--- config.mk ---
export PLATFORM = sky130hd
export DESIGN_NAME = ssq_device_flat
export DESIGN_NICKNAME = d
export VERILOG_FILES = /design/src/logic/ssq_pkg.sv /design/src/logic/ssq_if.sv /design/src/logic/ssq_device.sv /design/src/flat_wrapper.sv
export VERILOG_INCLUDE_DIRS = /design/src /design/src/logic
export SDC_FILE = /design/constraint.sdc
export NUM_CORES = 1
export LEC_CHECK = 0
export BUFFER_PORTS_ARGS = -buffer_cell sky130_fd_sc_hd__buf_4
export CORE_MARGIN = 2
export CORE_UTILIZATION = 46
export CTS_BUF_LIST = sky130_fd_sc_hd__clkbuf_4 sky130_fd_sc_hd__clkbuf_8
export DETAILED_ROUTE_END_ITERATION = 7
export GPL_ROUTABILITY_DRIVEN = 0
export SETUP_SLACK_MARGIN = 0.3
export SYNTH_ARGS = -nofsm -noshare
export SYNTH_HDL_FRONTEND = slang
export SYNTH_SLANG_ARGS = --single-unit
export TNS_END_PERCENT = 5
--- constraint.sdc ---
create_clock -name clk_in -period 2.9 [get_ports clk_in]
set_clock_uncertainty 0.1 [all_clocks]
set_input_delay 0.29 -clock clk_in [delete_from_list [all_inputs] [get_ports clk_in]]
set_output_delay 0.29 -clock clk_in [all_outputs]
set_load 0.02 [all_outputs]
--- src/logic/ssq_map.svh ---
// Offsets, field positions, reset values and timing counts of the sequencer.
`ifndef SSQ_MAP_SVH
`define SSQ_MAP_SVH
`define SSQ_REG_PAGE 6'h00
`define SSQ_REG_CMD 6'h01
`define SSQ_REG_CALCTL 6'h08
`define SSQ_REG_DELAY 6'h09
`define SSQ_CFG_FIRST 6'h10
`define SSQ_CFG_LAST 6'h2F
`define SSQ_CMD_STARTUP 6'h3F
`define SSQ_CMD_IDLE 6'h00
`define SSQ_CMD_TRANSCEIVE 6'h1E
`define SSQ_PAGE_DETECT 8'h80
`define SSQ_PAGE_LINEAR 8'h00
`define SSQ_RESET_CYC 512
`define SSQ_INIT_CYC 128
`define SSQ_CAL_CYC 65
`define SSQ_NV_BYTES 32
`define SSQ_CLK_MHZ 250
`define SSQ_PD_MIN_US 100
`define SSQ_PD_MIN_CYC (`SSQ_PD_MIN_US * `SSQ_CLK_MHZ)
`define SSQ_HOLD_WAIT_NS 4800
`define SSQ_HOLD_WAIT_CYC ((`SSQ_HOLD_WAIT_NS * `SSQ_CLK_MHZ + 999) / 1000)
`define SSQ_H_CTRL 4'h0
`define SSQ_H_STATUS 4'h1
`define SSQ_H_DADDR 4'h2
`define SSQ_H_DWDATA 4'h3
`define SSQ_H_DCMD 4'h4
`define SSQ_H_DRDATA 4'h5
`define SSQ_CTRL_INIT 0
`define SSQ_CTRL_PD 1
`define SSQ_DCMD_WRITE 0
`endif

--- src/logic/ssq_pkg.sv ---
// Types shared by both ends of the start-up sequencer.
package ssq_pkg;
   typedef enum logic [1:0] {DS_HPD, DS_RESET, DS_INIT, DS_RUN} ssq_dev_st_t;
   typedef enum logic [3:0] {
      HS_IDLE, HS_PD, HS_POLL, HS_POLL_W, HS_POLL_C, HS_PAGE, HS_CHK,
      HS_CHK_W, HS_CHK_C, HS_LIN, HS_ACC, HS_ACC_W, HS_ACC_C
   } ssq_host_st_t;
endpackage : ssq_pkg

--- src/logic/ssq_if.sv ---
// Parallel register link between host and reader device.
`timescale 1ns/1ps
interface ssq_if;
   logic [5:0] addr;
   logic [7:0] wdata;
   logic wr;
   logic rd;
   logic [7:0] rdata;
   logic power_down_reset_pin;
   modport dev (input addr, wdata, wr, rd, power_down_reset_pin,
      output rdata);
   modport host (output addr, wdata, wr, rd, power_down_reset_pin,
      input rdata);
endinterface : ssq_if

--- src/logic/ssq_device.sv ---
// Device end: start-up sequencer and quadrature clock calibration.
`timescale 1ns/1ps
`include "ssq_map.svh"
// How it works
// Hold power down on low supply or pin
// Host holds reset pin high 100 us
// Reset phase 512 stable-clock cycles after power down
// Reset phase loads register reset values
// Initialising phase follows, lasting 128 cycles
// Initialising copies nonvolatile bytes into 10h-2Fh
// Command reads 3Fh throughout start-up
// Idle command entered after initialising, reads 00h
// Host polls command until 00h
// Page write of 80h detects host interface
// Command read 00h confirms interface ready
// Page write 00h selects linear addressing
// One calibration runs after reset phase always
// Hold clear: calibrate after each transceive
// Hold set: suppress automatic calibrations
// Hold rising edge starts one calibration
// Calibration finishes within 65 cycles
// Delay readable; flag shift over half turn
// Delay writes need hold set 4.8 us
// Hold clear: next calibration overwrites delay
// Power down restarts sequence from any phase
// Reset count waits for oscillator stable
module ssq_device #(
   parameter int RESET_CYC = `SSQ_RESET_CYC,
   parameter int INIT_CYC = `SSQ_INIT_CYC,
   parameter int CAL_CYC = `SSQ_CAL_CYC
) (
   input wire logic clk_in, // Oscillator clock.
   input wire logic resetn_in, // Asynchronous reset, active low.
   input wire logic digital_supply_ok_in, // Digital supply above threshold.
   input wire logic analog_supply_ok_in, // Analog supply above threshold.
   input wire logic osc_stable_in, // Oscillator running stably.
   input wire logic txrx_done_in, // Transceive command finished.
   input wire logic [5:0] phase_meas_in, // Measured Q/I phase, msb over half.
   output logic [4:0] nv_addr_out, // Nonvolatile byte address.
   input wire logic [7:0] nv_data_in, // Nonvolatile byte, cycle after address.
   output logic [5:0] cmd_out, // Current command field.
   output logic cal_busy_out, // Calibration running.
   output logic [4:0] quadrature_delay_value_out, // Delay in use.
   output logic phase_over_half_flag_out, // Phase shift above 180 degrees.
   ssq_if.dev bus // Host link.
);
   typedef struct packed {
      ssq_pkg::ssq_dev_st_t st;
      logic [9:0] cnt;
      logic [5:0] cmd;
      logic [7:0] page;
      logic iface_ok;
      logic linear;
      logic calibration_hold_bit;
      logic [4:0] dly;
      logic over_half;
      logic cal_busy;
      logic [6:0] cal_cnt;
      logic [7:0] rdata;
      logic [31:0][7:0] cfg;
   } ssq_dev_s_t;
   ssq_dev_s_t q, d;
   logic hpd;
   logic [5:0] ea;

   // ----------------------------------------
   // Helpers.
   // ----------------------------------------
   // Paged mode forms the address from the page and the low pin bits.
   function automatic logic [5:0] eff_addr(input logic lin,
      input logic [7:0] pg, input logic [5:0] a);
      eff_addr = lin ? a : {pg[2:0], a[2:0]};
   endfunction : eff_addr

   // True for addresses inside the configuration window.
   function automatic logic is_cfg(input logic [5:0] a);
      is_cfg = (a >= `SSQ_CFG_FIRST) && (a <= `SSQ_CFG_LAST);
   endfunction : is_cfg

   // Any power down cause, level sensitive.
   assign hpd = !digital_supply_ok_in || !analog_supply_ok_in ||
      bus.power_down_reset_pin;
   assign ea = eff_addr(q.linear, q.page, bus.addr);

   // ----------------------------------------
   // Next-state logic.
   // ----------------------------------------
   always_comb
   begin
      d = q;
      d.rdata = 8'h00;
      // Calibration counter runs while a calibration is busy, whatever the phase.
      if (q.cal_busy)
      begin
         d.cal_cnt = q.cal_cnt + 7'h01;
         if (q.cal_cnt == 7'(CAL_CYC - 1))
         begin
            d.cal_busy = 1'b0;
            d.dly = phase_meas_in[4:0];
            d.over_half = phase_meas_in[5];
         end
      end
      // Reads answer in the next cycle only.
      if (bus.rd)
      begin
         if (ea == `SSQ_REG_CMD)
            d.rdata = {2'h0, q.cmd};
         else if (ea == `SSQ_REG_PAGE)
            d.rdata = q.page;
         else if (ea == `SSQ_REG_CALCTL)
            d.rdata = {7'h00, q.calibration_hold_bit};
         else if (ea == `SSQ_REG_DELAY)
            d.rdata = {2'h0, q.over_half, q.dly};
         else if (is_cfg(ea))
            d.rdata = q.cfg[5'(ea - `SSQ_CFG_FIRST)];
      end
      unique case (q.st)
         ssq_pkg::DS_HPD:
         begin
            d.cnt = 10'h000;
            d.cmd = `SSQ_CMD_STARTUP;
            d.cal_busy = 1'b0;
            if (!hpd)
               d.st = ssq_pkg::DS_RESET;
         end
         ssq_pkg::DS_RESET:
         begin
            d.cmd = `SSQ_CMD_STARTUP;
            d.page = 8'h00;
            d.iface_ok = 1'b0;
            d.linear = 1'b0;
            d.calibration_hold_bit = 1'b0;
            d.dly = 5'h00;
            d.over_half = 1'b0;
            d.cfg = '0;
            if (osc_stable_in)
            begin
               d.cnt = q.cnt + 10'h001;
               if (q.cnt == 10'(RESET_CYC - 1))
               begin
                  d.cnt = 10'h000;
                  d.st = ssq_pkg::DS_INIT;
                  d.cal_busy = 1'b1;
                  d.cal_cnt = 7'h00;
               end
            end
         end
         ssq_pkg::DS_INIT:
         begin
            d.cnt = q.cnt + 10'h001;
            // Byte addressed in cycle n arrives in cycle n+1.
            if (q.cnt != 10'h000 && q.cnt <= 10'(`SSQ_NV_BYTES))
               d.cfg[5'(q.cnt - 10'h001)] = nv_data_in;
            if (q.cnt == 10'(INIT_CYC - 1))
            begin
               d.st = ssq_pkg::DS_RUN;
               d.cmd = `SSQ_CMD_IDLE;
            end
         end
         ssq_pkg::DS_RUN:
         begin
            if (bus.wr && ea == `SSQ_REG_PAGE)
            begin
               d.page = bus.wdata;
               if (!q.iface_ok && bus.wdata == `SSQ_PAGE_DETECT)
                  d.iface_ok = 1'b1;
               else if (q.iface_ok && bus.wdata == `SSQ_PAGE_LINEAR)
                  d.linear = 1'b1;
            end
            else if (bus.wr && ea == `SSQ_REG_CMD && q.iface_ok)
               d.cmd = bus.wdata[5:0];
            else if (bus.wr && ea == `SSQ_REG_CALCTL && q.iface_ok)
            begin
               d.calibration_hold_bit = bus.wdata[0];
               if (bus.wdata[0] && !q.calibration_hold_bit)
               begin
                  d.cal_busy = 1'b1;
                  d.cal_cnt = 7'h00;
               end
            end
            else if (bus.wr && ea == `SSQ_REG_DELAY && q.iface_ok &&
               !q.cal_busy)
               d.dly = bus.wdata[4:0];
            else if (bus.wr && is_cfg(ea) && q.iface_ok)
               d.cfg[5'(ea - `SSQ_CFG_FIRST)] = bus.wdata;
            // End of transceive returns to idle and may recalibrate.
            if (txrx_done_in && q.cmd == `SSQ_CMD_TRANSCEIVE)
            begin
               d.cmd = `SSQ_CMD_IDLE;
               if (!q.calibration_hold_bit)
               begin
                  d.cal_busy = 1'b1;
                  d.cal_cnt = 7'h00;
               end
            end
         end
      endcase
      if (hpd)
         d.st = ssq_pkg::DS_HPD;
   end

   // ----------------------------------------
   // State register.
   // ----------------------------------------
   always_ff @(posedge clk_in or negedge resetn_in)
   begin
      if (!resetn_in)
      begin
         q <= '0;
         q.cmd <= `SSQ_CMD_STARTUP;
      end
      else
         q <= d;
   end

   // Outputs come from the state.
   assign nv_addr_out = q.cnt[4:0];
   assign cmd_out = q.cmd;
   assign cal_busy_out = q.cal_busy;
   assign quadrature_delay_value_out = q.dly;
   assign phase_over_half_flag_out = q.over_half;
   assign bus.rdata = q.rdata;
endmodule : ssq_device

--- src/flat_wrapper.sv ---
// flat-port wrapper written by rule: the top's interface ports become plain ports
module ssq_device_flat 
#(
   parameter int RESET_CYC = `SSQ_RESET_CYC,
   parameter int INIT_CYC = `SSQ_INIT_CYC,
   parameter int CAL_CYC = `SSQ_CAL_CYC
)
  (clk_in, resetn_in, digital_supply_ok_in, analog_supply_ok_in, osc_stable_in, txrx_done_in, phase_meas_in, nv_addr_out, nv_data_in, cmd_out, cal_busy_out, quadrature_delay_value_out, phase_over_half_flag_out, bus_addr, bus_wdata, bus_wr, bus_rd, bus_power_down_reset_pin, bus_rdata);
  ssq_if bus_i ();
  input wire logic clk_in;
  input wire logic resetn_in;
  input wire logic digital_supply_ok_in;
  input wire logic analog_supply_ok_in;
  input wire logic osc_stable_in;
  input wire logic txrx_done_in;
  input wire logic [5:0] phase_meas_in;
  output logic [4:0] nv_addr_out;
  input wire logic [7:0] nv_data_in;
  output logic [5:0] cmd_out;
  output logic cal_busy_out;
  output logic [4:0] quadrature_delay_value_out;
  output logic phase_over_half_flag_out;
  input wire logic [$bits(bus_i.addr)-1:0] bus_addr;
  input wire logic [$bits(bus_i.wdata)-1:0] bus_wdata;
  input wire logic [$bits(bus_i.wr)-1:0] bus_wr;
  input wire logic [$bits(bus_i.rd)-1:0] bus_rd;
  input wire logic [$bits(bus_i.power_down_reset_pin)-1:0] bus_power_down_reset_pin;
  output wire logic [$bits(bus_i.rdata)-1:0] bus_rdata;
  assign bus_i.addr = bus_addr;
  assign bus_i.wdata = bus_wdata;
  assign bus_i.wr = bus_wr;
  assign bus_i.rd = bus_rd;
  assign bus_i.power_down_reset_pin = bus_power_down_reset_pin;
  assign bus_rdata = bus_i.rdata;
  ssq_device #(.RESET_CYC(RESET_CYC), .INIT_CYC(INIT_CYC), .CAL_CYC(CAL_CYC)) u_core (.clk_in(clk_in), .resetn_in(resetn_in), .digital_supply_ok_in(digital_supply_ok_in), .analog_supply_ok_in(analog_supply_ok_in), .osc_stable_in(osc_stable_in), .txrx_done_in(txrx_done_in), .phase_meas_in(phase_meas_in), .nv_addr_out(nv_addr_out), .nv_data_in(nv_data_in), .cmd_out(cmd_out), .cal_busy_out(cal_busy_out), .quadrature_delay_value_out(quadrature_delay_value_out), .phase_over_half_flag_out(phase_over_half_flag_out), .bus(bus_i));
endmodule
==> impl_metrics.env, run 1 <==
export IMPL_status="complete, no violations"
export IMPL_die_h_um=198.1
export IMPL_synth_area_leaders="dfrtp_1, a221o_1, mux4_2"
export IMPL_dp_cells=2220
export IMPL_start_util_pct=46.35
export IMPL_rsz0062_at_grt="yes"
export IMPL_num_antenna_cells=0
export IMPL_cts_buffer_depth=3
export IMPL_hold_path_depth=4
export IMPL_ys_types=82
export IMPL_ys_warn_count=0
export IMPL_setup_violations=0
export IMPL_ff2ff_path_depth=7
export IMPL_drc=0
export IMPL_power_density_nw_per_um2=461.2
export IMPL_port_buffers=62
export IMPL_worstMarginPinSlew_ps=721.0
export IMPL_synth_top_flop_cell="dfrtp_1"
export IMPL_worstHoldStart="bus_addr[3]"
export IMPL_h_tree_depth=2
export IMPL_antenna_left=0
export IMPL_max_cap_viol_count=0
export IMPL_timing_hold_violations_final=0
export IMPL_stdcell_count=2347
export IMPL_path_clk_slew_ps=60
export IMPL_max_vdd_ir_drop_uv=379.0
export IMPL_slew_headroom_pct=51.93
export IMPL_cp_max_fo=15
export IMPL_startpoint_type="flop"
export IMPL_layout_cells_most_common="dfrtp_1"
export IMPL_clock_sinks=307
export IMPL_vias=15350
export IMPL_fin_tns_setup_ps=0
export IMPL_grt_pass1_vias=15270
export IMPL_fin_total_pwr_mw=9.399
export IMPL_grt_pass1_wl_um=96110
export IMPL_die_w_um=198.1
export IMPL_io_pins=63
export IMPL_cp_required_ps=3390
export IMPL_cp_arrival_ps=3130
export IMPL_cts_buffers=55
export IMPL_yosysTopAreaCell="dfrtp_1"
export IMPL_worstSetupEndpointType="flop"
export IMPL_synth_ff_latch_count=307
export IMPL_syn_area_um2=17340
export IMPL_first_pass_iters=8
export IMPL_drt_vias_per_instance=6.539
export IMPL_crit_start="u_core.q[279]"
export IMPL_final_nets=1842
export IMPL_coreArea_um2=37400
export IMPL_fmax_ghz=0.3784
export IMPL_clock_latency_ps=660
export IMPL_seq_area_frac_synth_pct=44.36
export IMPL_holdPathEnd="u_core.bus.rdata[0]"
export IMPL_synth_edf_count=0
export IMPL_synth_top_area_share_pct=43.45
export IMPL_drt_initial_drc_count=1911
export IMPL_r2r_end="u_core.bus.rdata[5]"
export IMPL_synthCells=1674
export IMPL_place_area_um2=18790
export IMPL_r2r_start="u_core.q[279]"
export IMPL_drv_slew=0
export IMPL_grt_use_total_pct=33.00
export IMPL_grt_antenna_before_repair=0
export IMPL_synth_fp_nets=1724
export IMPL_num_rows=71
export IMPL_area_delta_synth_final_pct=17.55
export IMPL_hold_path_class="in -> reg"
export IMPL_avgSynthCellArea_um2=10.36
export IMPL_total_leakage_power_nw=8.951
export IMPL_async_reset_ff_share_pct=100.0
export IMPL_cts_tree="yes"
export IMPL_period_share_pct=91.14
export IMPL_finalCriticalPeriod_ps=2643
export IMPL_drive_gt1_share_pct=23.86
export IMPL_fin_area_um2=20380
export IMPL_critPathKind="reg -> reg"
export IMPL_hpwlAfterDp_um=44020
export IMPL_clockRootBuffer="clkbuf_8"
export IMPL_wirelength_um=63940
export IMPL_mostFrequentLayoutCells="dfrtp_1, nand2_1, nor2_1"
export IMPL_gr_total_overflow=0
export IMPL_routedWlPerCell_um=27.24
export IMPL_grt_max_degree=75
export IMPL_die_area_um2=39250
export IMPL_r2r_setup_slack_ps=260
==> cell usage after synthesis, types with 6 or more instances <==
cell type and n:
nand2_1 235, nand2b_1 10, buf_2 40, nand3_1 25
inv_1 21, a21oi_1 26, mux2i_1 18, o211ai_1 12
nor4_1 11, dfrtp_1 301, nor2_2 8, o31ai_1 10
a221o_1 150, a211o_1 27, o21ai_1 10, clkbuf_1 60
a21boi_0 24, a21o_1 16, dfstp_2 6, a21oi_2 6
buf_4 34, mux4_2 64, ha_1 13, nand2_2 6
xnor2_1 6, o22a_1 6, and2_1 45, nor2b_1 9
o22ai_1 19, a22oi_1 26, o221ai_1 73, nor2_1 209
o21ai_0 43
==> where the power goes <==
group          switching [mW]  leakage (nW)  internal (mW)
registers             0.00321          4.26           4.29
logic                   0.358          4.03          0.180
clock network            1.91         0.655           2.66
==> metal layers <==
| layer | wire [um] | vias up | global-route usage, % |
|---|---|---|---|
| li1 | - | 6613 | - |
| met1 | 26120 | 7663 | 44.75 |
| met2 | 28020 | 888 | 49.24 |
| met3 | 6522 | 184 | 7.733 |
| met4 | 3282 | 0 | 17.29 |
| met5 | 0 | - | 0 |
==> cell type report <==
cell class                      instances  area [um2]
Clock buffer                           93        1149
Clock inverter                          8       97.59
Fill cell                            3286       17020
Inverter                               21       78.83
Multi-Input combinational cell       1205        8912
Sequential cell                       307        7694
Tap cell                              511       639.4
Timing Repair Buffer                  202        1807
==> sequential cells by signal (all words and copies together), names as in the netlist <==
| signal | count |
|---|---|
| u_core.nv_addr_out | 5 |
| u_core.quadrature_delay_value_out | 5 |
| u_core.bus.rdata | 8 |
| u_core.phase_over_half_flag_out | 1 |
| u_core.cal_busy_out | 1 |
| u_core.q | 281 |
| u_core.cmd_out | 6 |
==> kinds of logic after synthesis <==
| kind of cell | synth area share (%) |
|---|---|
| xor gates and xnor gates | 0.4547 |
| buffers and inverters | 4.756 |
| DFF | 44.36 |
| muxes | 9.765 |
| AOI/OAI and AO/OA | 23.22 |
| and+or+nand+nor | 16.51 |
| adders and majority gates | 0.9383 |
==> critical path: stages (launching register included) <==
cell,delay [ps]
dfrtp_2,510
nand3b_1,260
a21o_1,420
o22ai_1,150
or4_1,400
nor3_1,380
buf_4,190
o221a_1,160
==> timing repair <==
action,CTS,global route
resized for setup,10,19
endpoints found under the hold margin,340,0
hold buffers,23,0
pin swaps,1,2
endpoints found under the setup margin,151,257
buffers inserted,0,3
==> worst max-delay path by stage <==
stage / endpoint / slack [ps]
5_1_grt: u_core.q[14] / 200
3_3_place_gp: u_core.bus.rdata[5] / 150
3_5_place_dp: u_core.bus.rdata[2] / 100
6_report: u_core.bus.rdata[5] / 260
2_1_floorplan: u_core.q[56] / 300
4_1_cts: u_core.q[89] / 260
==> metrics by stage <==
step           util (%)  setup WS [ps]  hold slack [ps]
3_3_place_gp      50.25          146.7            156.7
4_1_cts           54.29          256.9            1.884
5_1_grt           54.48          195.5            39.17
3_5_place_dp      50.25          98.00            157.6
6_report          54.48          257.0            23.95
2_1_floorplan         -          299.3           -105.6
No activity file was read; power rests on OpenSTA's default activity.
==> run 2: changes to the inputs <==
==> constraint.sdc (replaced) <==
create_clock -name clk_in -period 2.9 [get_ports clk_in]
set_clock_uncertainty 0.1 [all_clocks]
set_input_delay 0 -clock clk_in [delete_from_list [all_inputs] [get_ports clk_in]]
set_output_delay 0 -clock clk_in [all_outputs]
set_load 0.02 [all_outputs]
==> impl_metrics.env, run 2 (synthesized netlist as in run 1, its figures left out) <==
export IMPL_status="finished, violations left"
export IMPL_violations="DRC"
export IMPL_layout_cells_most_common="dfrtp_1"
export IMPL_drv_slew=0
export IMPL_critPathKind="reg -> reg"
export IMPL_drive_gt1_share_pct=23.55
export IMPL_dp_cells=2204
export IMPL_vias=15750
export IMPL_max_vdd_ir_drop_uv=400.3
export IMPL_fin_tns_setup_ps=0
export IMPL_clock_latency_ps=660
export IMPL_clockRootBuffer="clkbuf_8"
export IMPL_grt_max_degree=97
export IMPL_die_area_um2=39250
export IMPL_dpl_worst_slack_ps=36.07
export IMPL_timing_hold_violations_final=0
export IMPL_top_register="u_core.q"
export IMPL_cp_required_ps=3340
export IMPL_setup_violations=0
export IMPL_coreArea_um2=37400
export IMPL_worstSetupEndpointType="flop"
export IMPL_drt_vias_per_instance=6.679
export IMPL_hpwlAfterDp_um=43730
export IMPL_routedWlPerCell_um=28.05
export IMPL_fin_total_pwr_mw=9.298
export IMPL_grt_antenna_before_repair=0
export IMPL_die_h_um=198.1
export IMPL_grt_use_total_pct=33.65
export IMPL_final_nets=1857
export IMPL_grt_pass1_wl_um=97820
export IMPL_rsz0062_at_grt="yes"
export IMPL_drc=1
export IMPL_period_share_pct=92.25
export IMPL_n_fill_cell=3266
export IMPL_num_antenna_cells=0
export IMPL_num_rows=71
export IMPL_grt_pass1_vias=15260
export IMPL_drt_initial_drc_count=1879
export IMPL_first_pass_iters=8
export IMPL_stdcell_count=2358
export IMPL_worstMarginPinSlew_ps=709.2
export IMPL_clock_sinks=307
export IMPL_cp_max_fo=11
export IMPL_die_w_um=198.1
export IMPL_port_buffers=62
export IMPL_max_cap_viol_count=0
export IMPL_hold_path_class="in -> reg"
export IMPL_slew_headroom_pct=52.72
export IMPL_largest_register_ffs=281
export IMPL_h_tree_depth=2
export IMPL_path_clk_slew_ps=70
export IMPL_mostFrequentLayoutCells="dfrtp_1, nand2_1, nor2_1"
export IMPL_power_density_nw_per_um2=452.1
export IMPL_start_util_pct=46.35
export IMPL_cts_buffer_depth=3
export IMPL_cts_buffers=54
export IMPL_finalCriticalPeriod_ps=2675
export IMPL_fmax_ghz=0.3738
export IMPL_wirelength_um=66140
export IMPL_io_pins=63
export IMPL_antenna_left=0
export IMPL_area_delta_synth_final_pct=18.65
export IMPL_cp_arrival_ps=3120
export IMPL_gr_total_overflow=0
export IMPL_finalWorstSetupSlack_ps=224.8
export IMPL_startpoint_type="flop"
export IMPL_total_leakage_power_nw=9.020
export IMPL_hold_slack_ps=28.54
export IMPL_cts_tree="yes"
==> run 2: power breakdown <==
part           leakage, nW  switching [mW]  internal [mW]
sequential            4.26         0.00328           4.29
clock                0.636            1.91           2.54
combinational         4.12           0.368          0.188
total                 9.02            2.28           7.01
==> run 2: path summary, 6_finish.rpt <==
path	start	to	slack [ps]	cells past startpoint
worst max register to register	u_core.q[279]	u_core.q[175]	220	6
worst min register to register	u_core.q[217]	u_core.q[217]	380	2
min in group asynchronous	resetn_in	u_core.cmd_out[0]	400	3
max in group asynchronous	resetn_in	u_core.q[110]	1670	4
worst max-delay path	u_core.q[279]	u_core.q[175]	220	6
worst min-delay path	phase_meas_in[5]	u_core.phase_over_half_flag_out	30	4
==> run 2: layer usage <==
layer	track usage (%)	vias up	wire, um	share of wire, %
met2	49.94	1007	29030	44
li1	-	6638	-	-
met1	45.62	7894	26810	41
met5	0	-	0	0
met4	16.21	0	3448	5.2
met3	9.164	209	6847	10
==> run 2: critical path, stage by stage (launching register included) <==
cell,delay [ps]
dfrtp_2,470
buf_12,160
or3_4,400
a21boi_4,310
nand2_2,210
a221o_2,520
a221o_1,370
==> run 2: cell type report <==
cell class | instances | area (um2) | area share, %
tap | 511 | 639.4 | 3.108
inverter | 21 | 78.83 | 0.3832
clock inverter | 4 | 45.04 | 0.2190
clock buffer | 92 | 1141 | 5.548
sequential | 307 | 7694 | 37.40
multi-input combinational | 1206 | 8951 | 43.52
timing repair buffer | 217 | 2019 | 9.818
==> run 2: what timing repair did <==
action	CTS	global route
gates resized for setup	7	25
setup buffers	0	15
pin swaps	0	8
setup endpoints to repair	189	294
endpoints found under the hold margin	605	0
cloned	0	5
hold buffers	38	0
==> run 2: through the flow <==
step,utilization (%),cell area (um2)
after global routing,55.00,20570
after global placement,49.86,18650
after floorplan,-,17360
after CTS,54.17,20260
after detailed placement,49.86,18650
final,55.00,20570
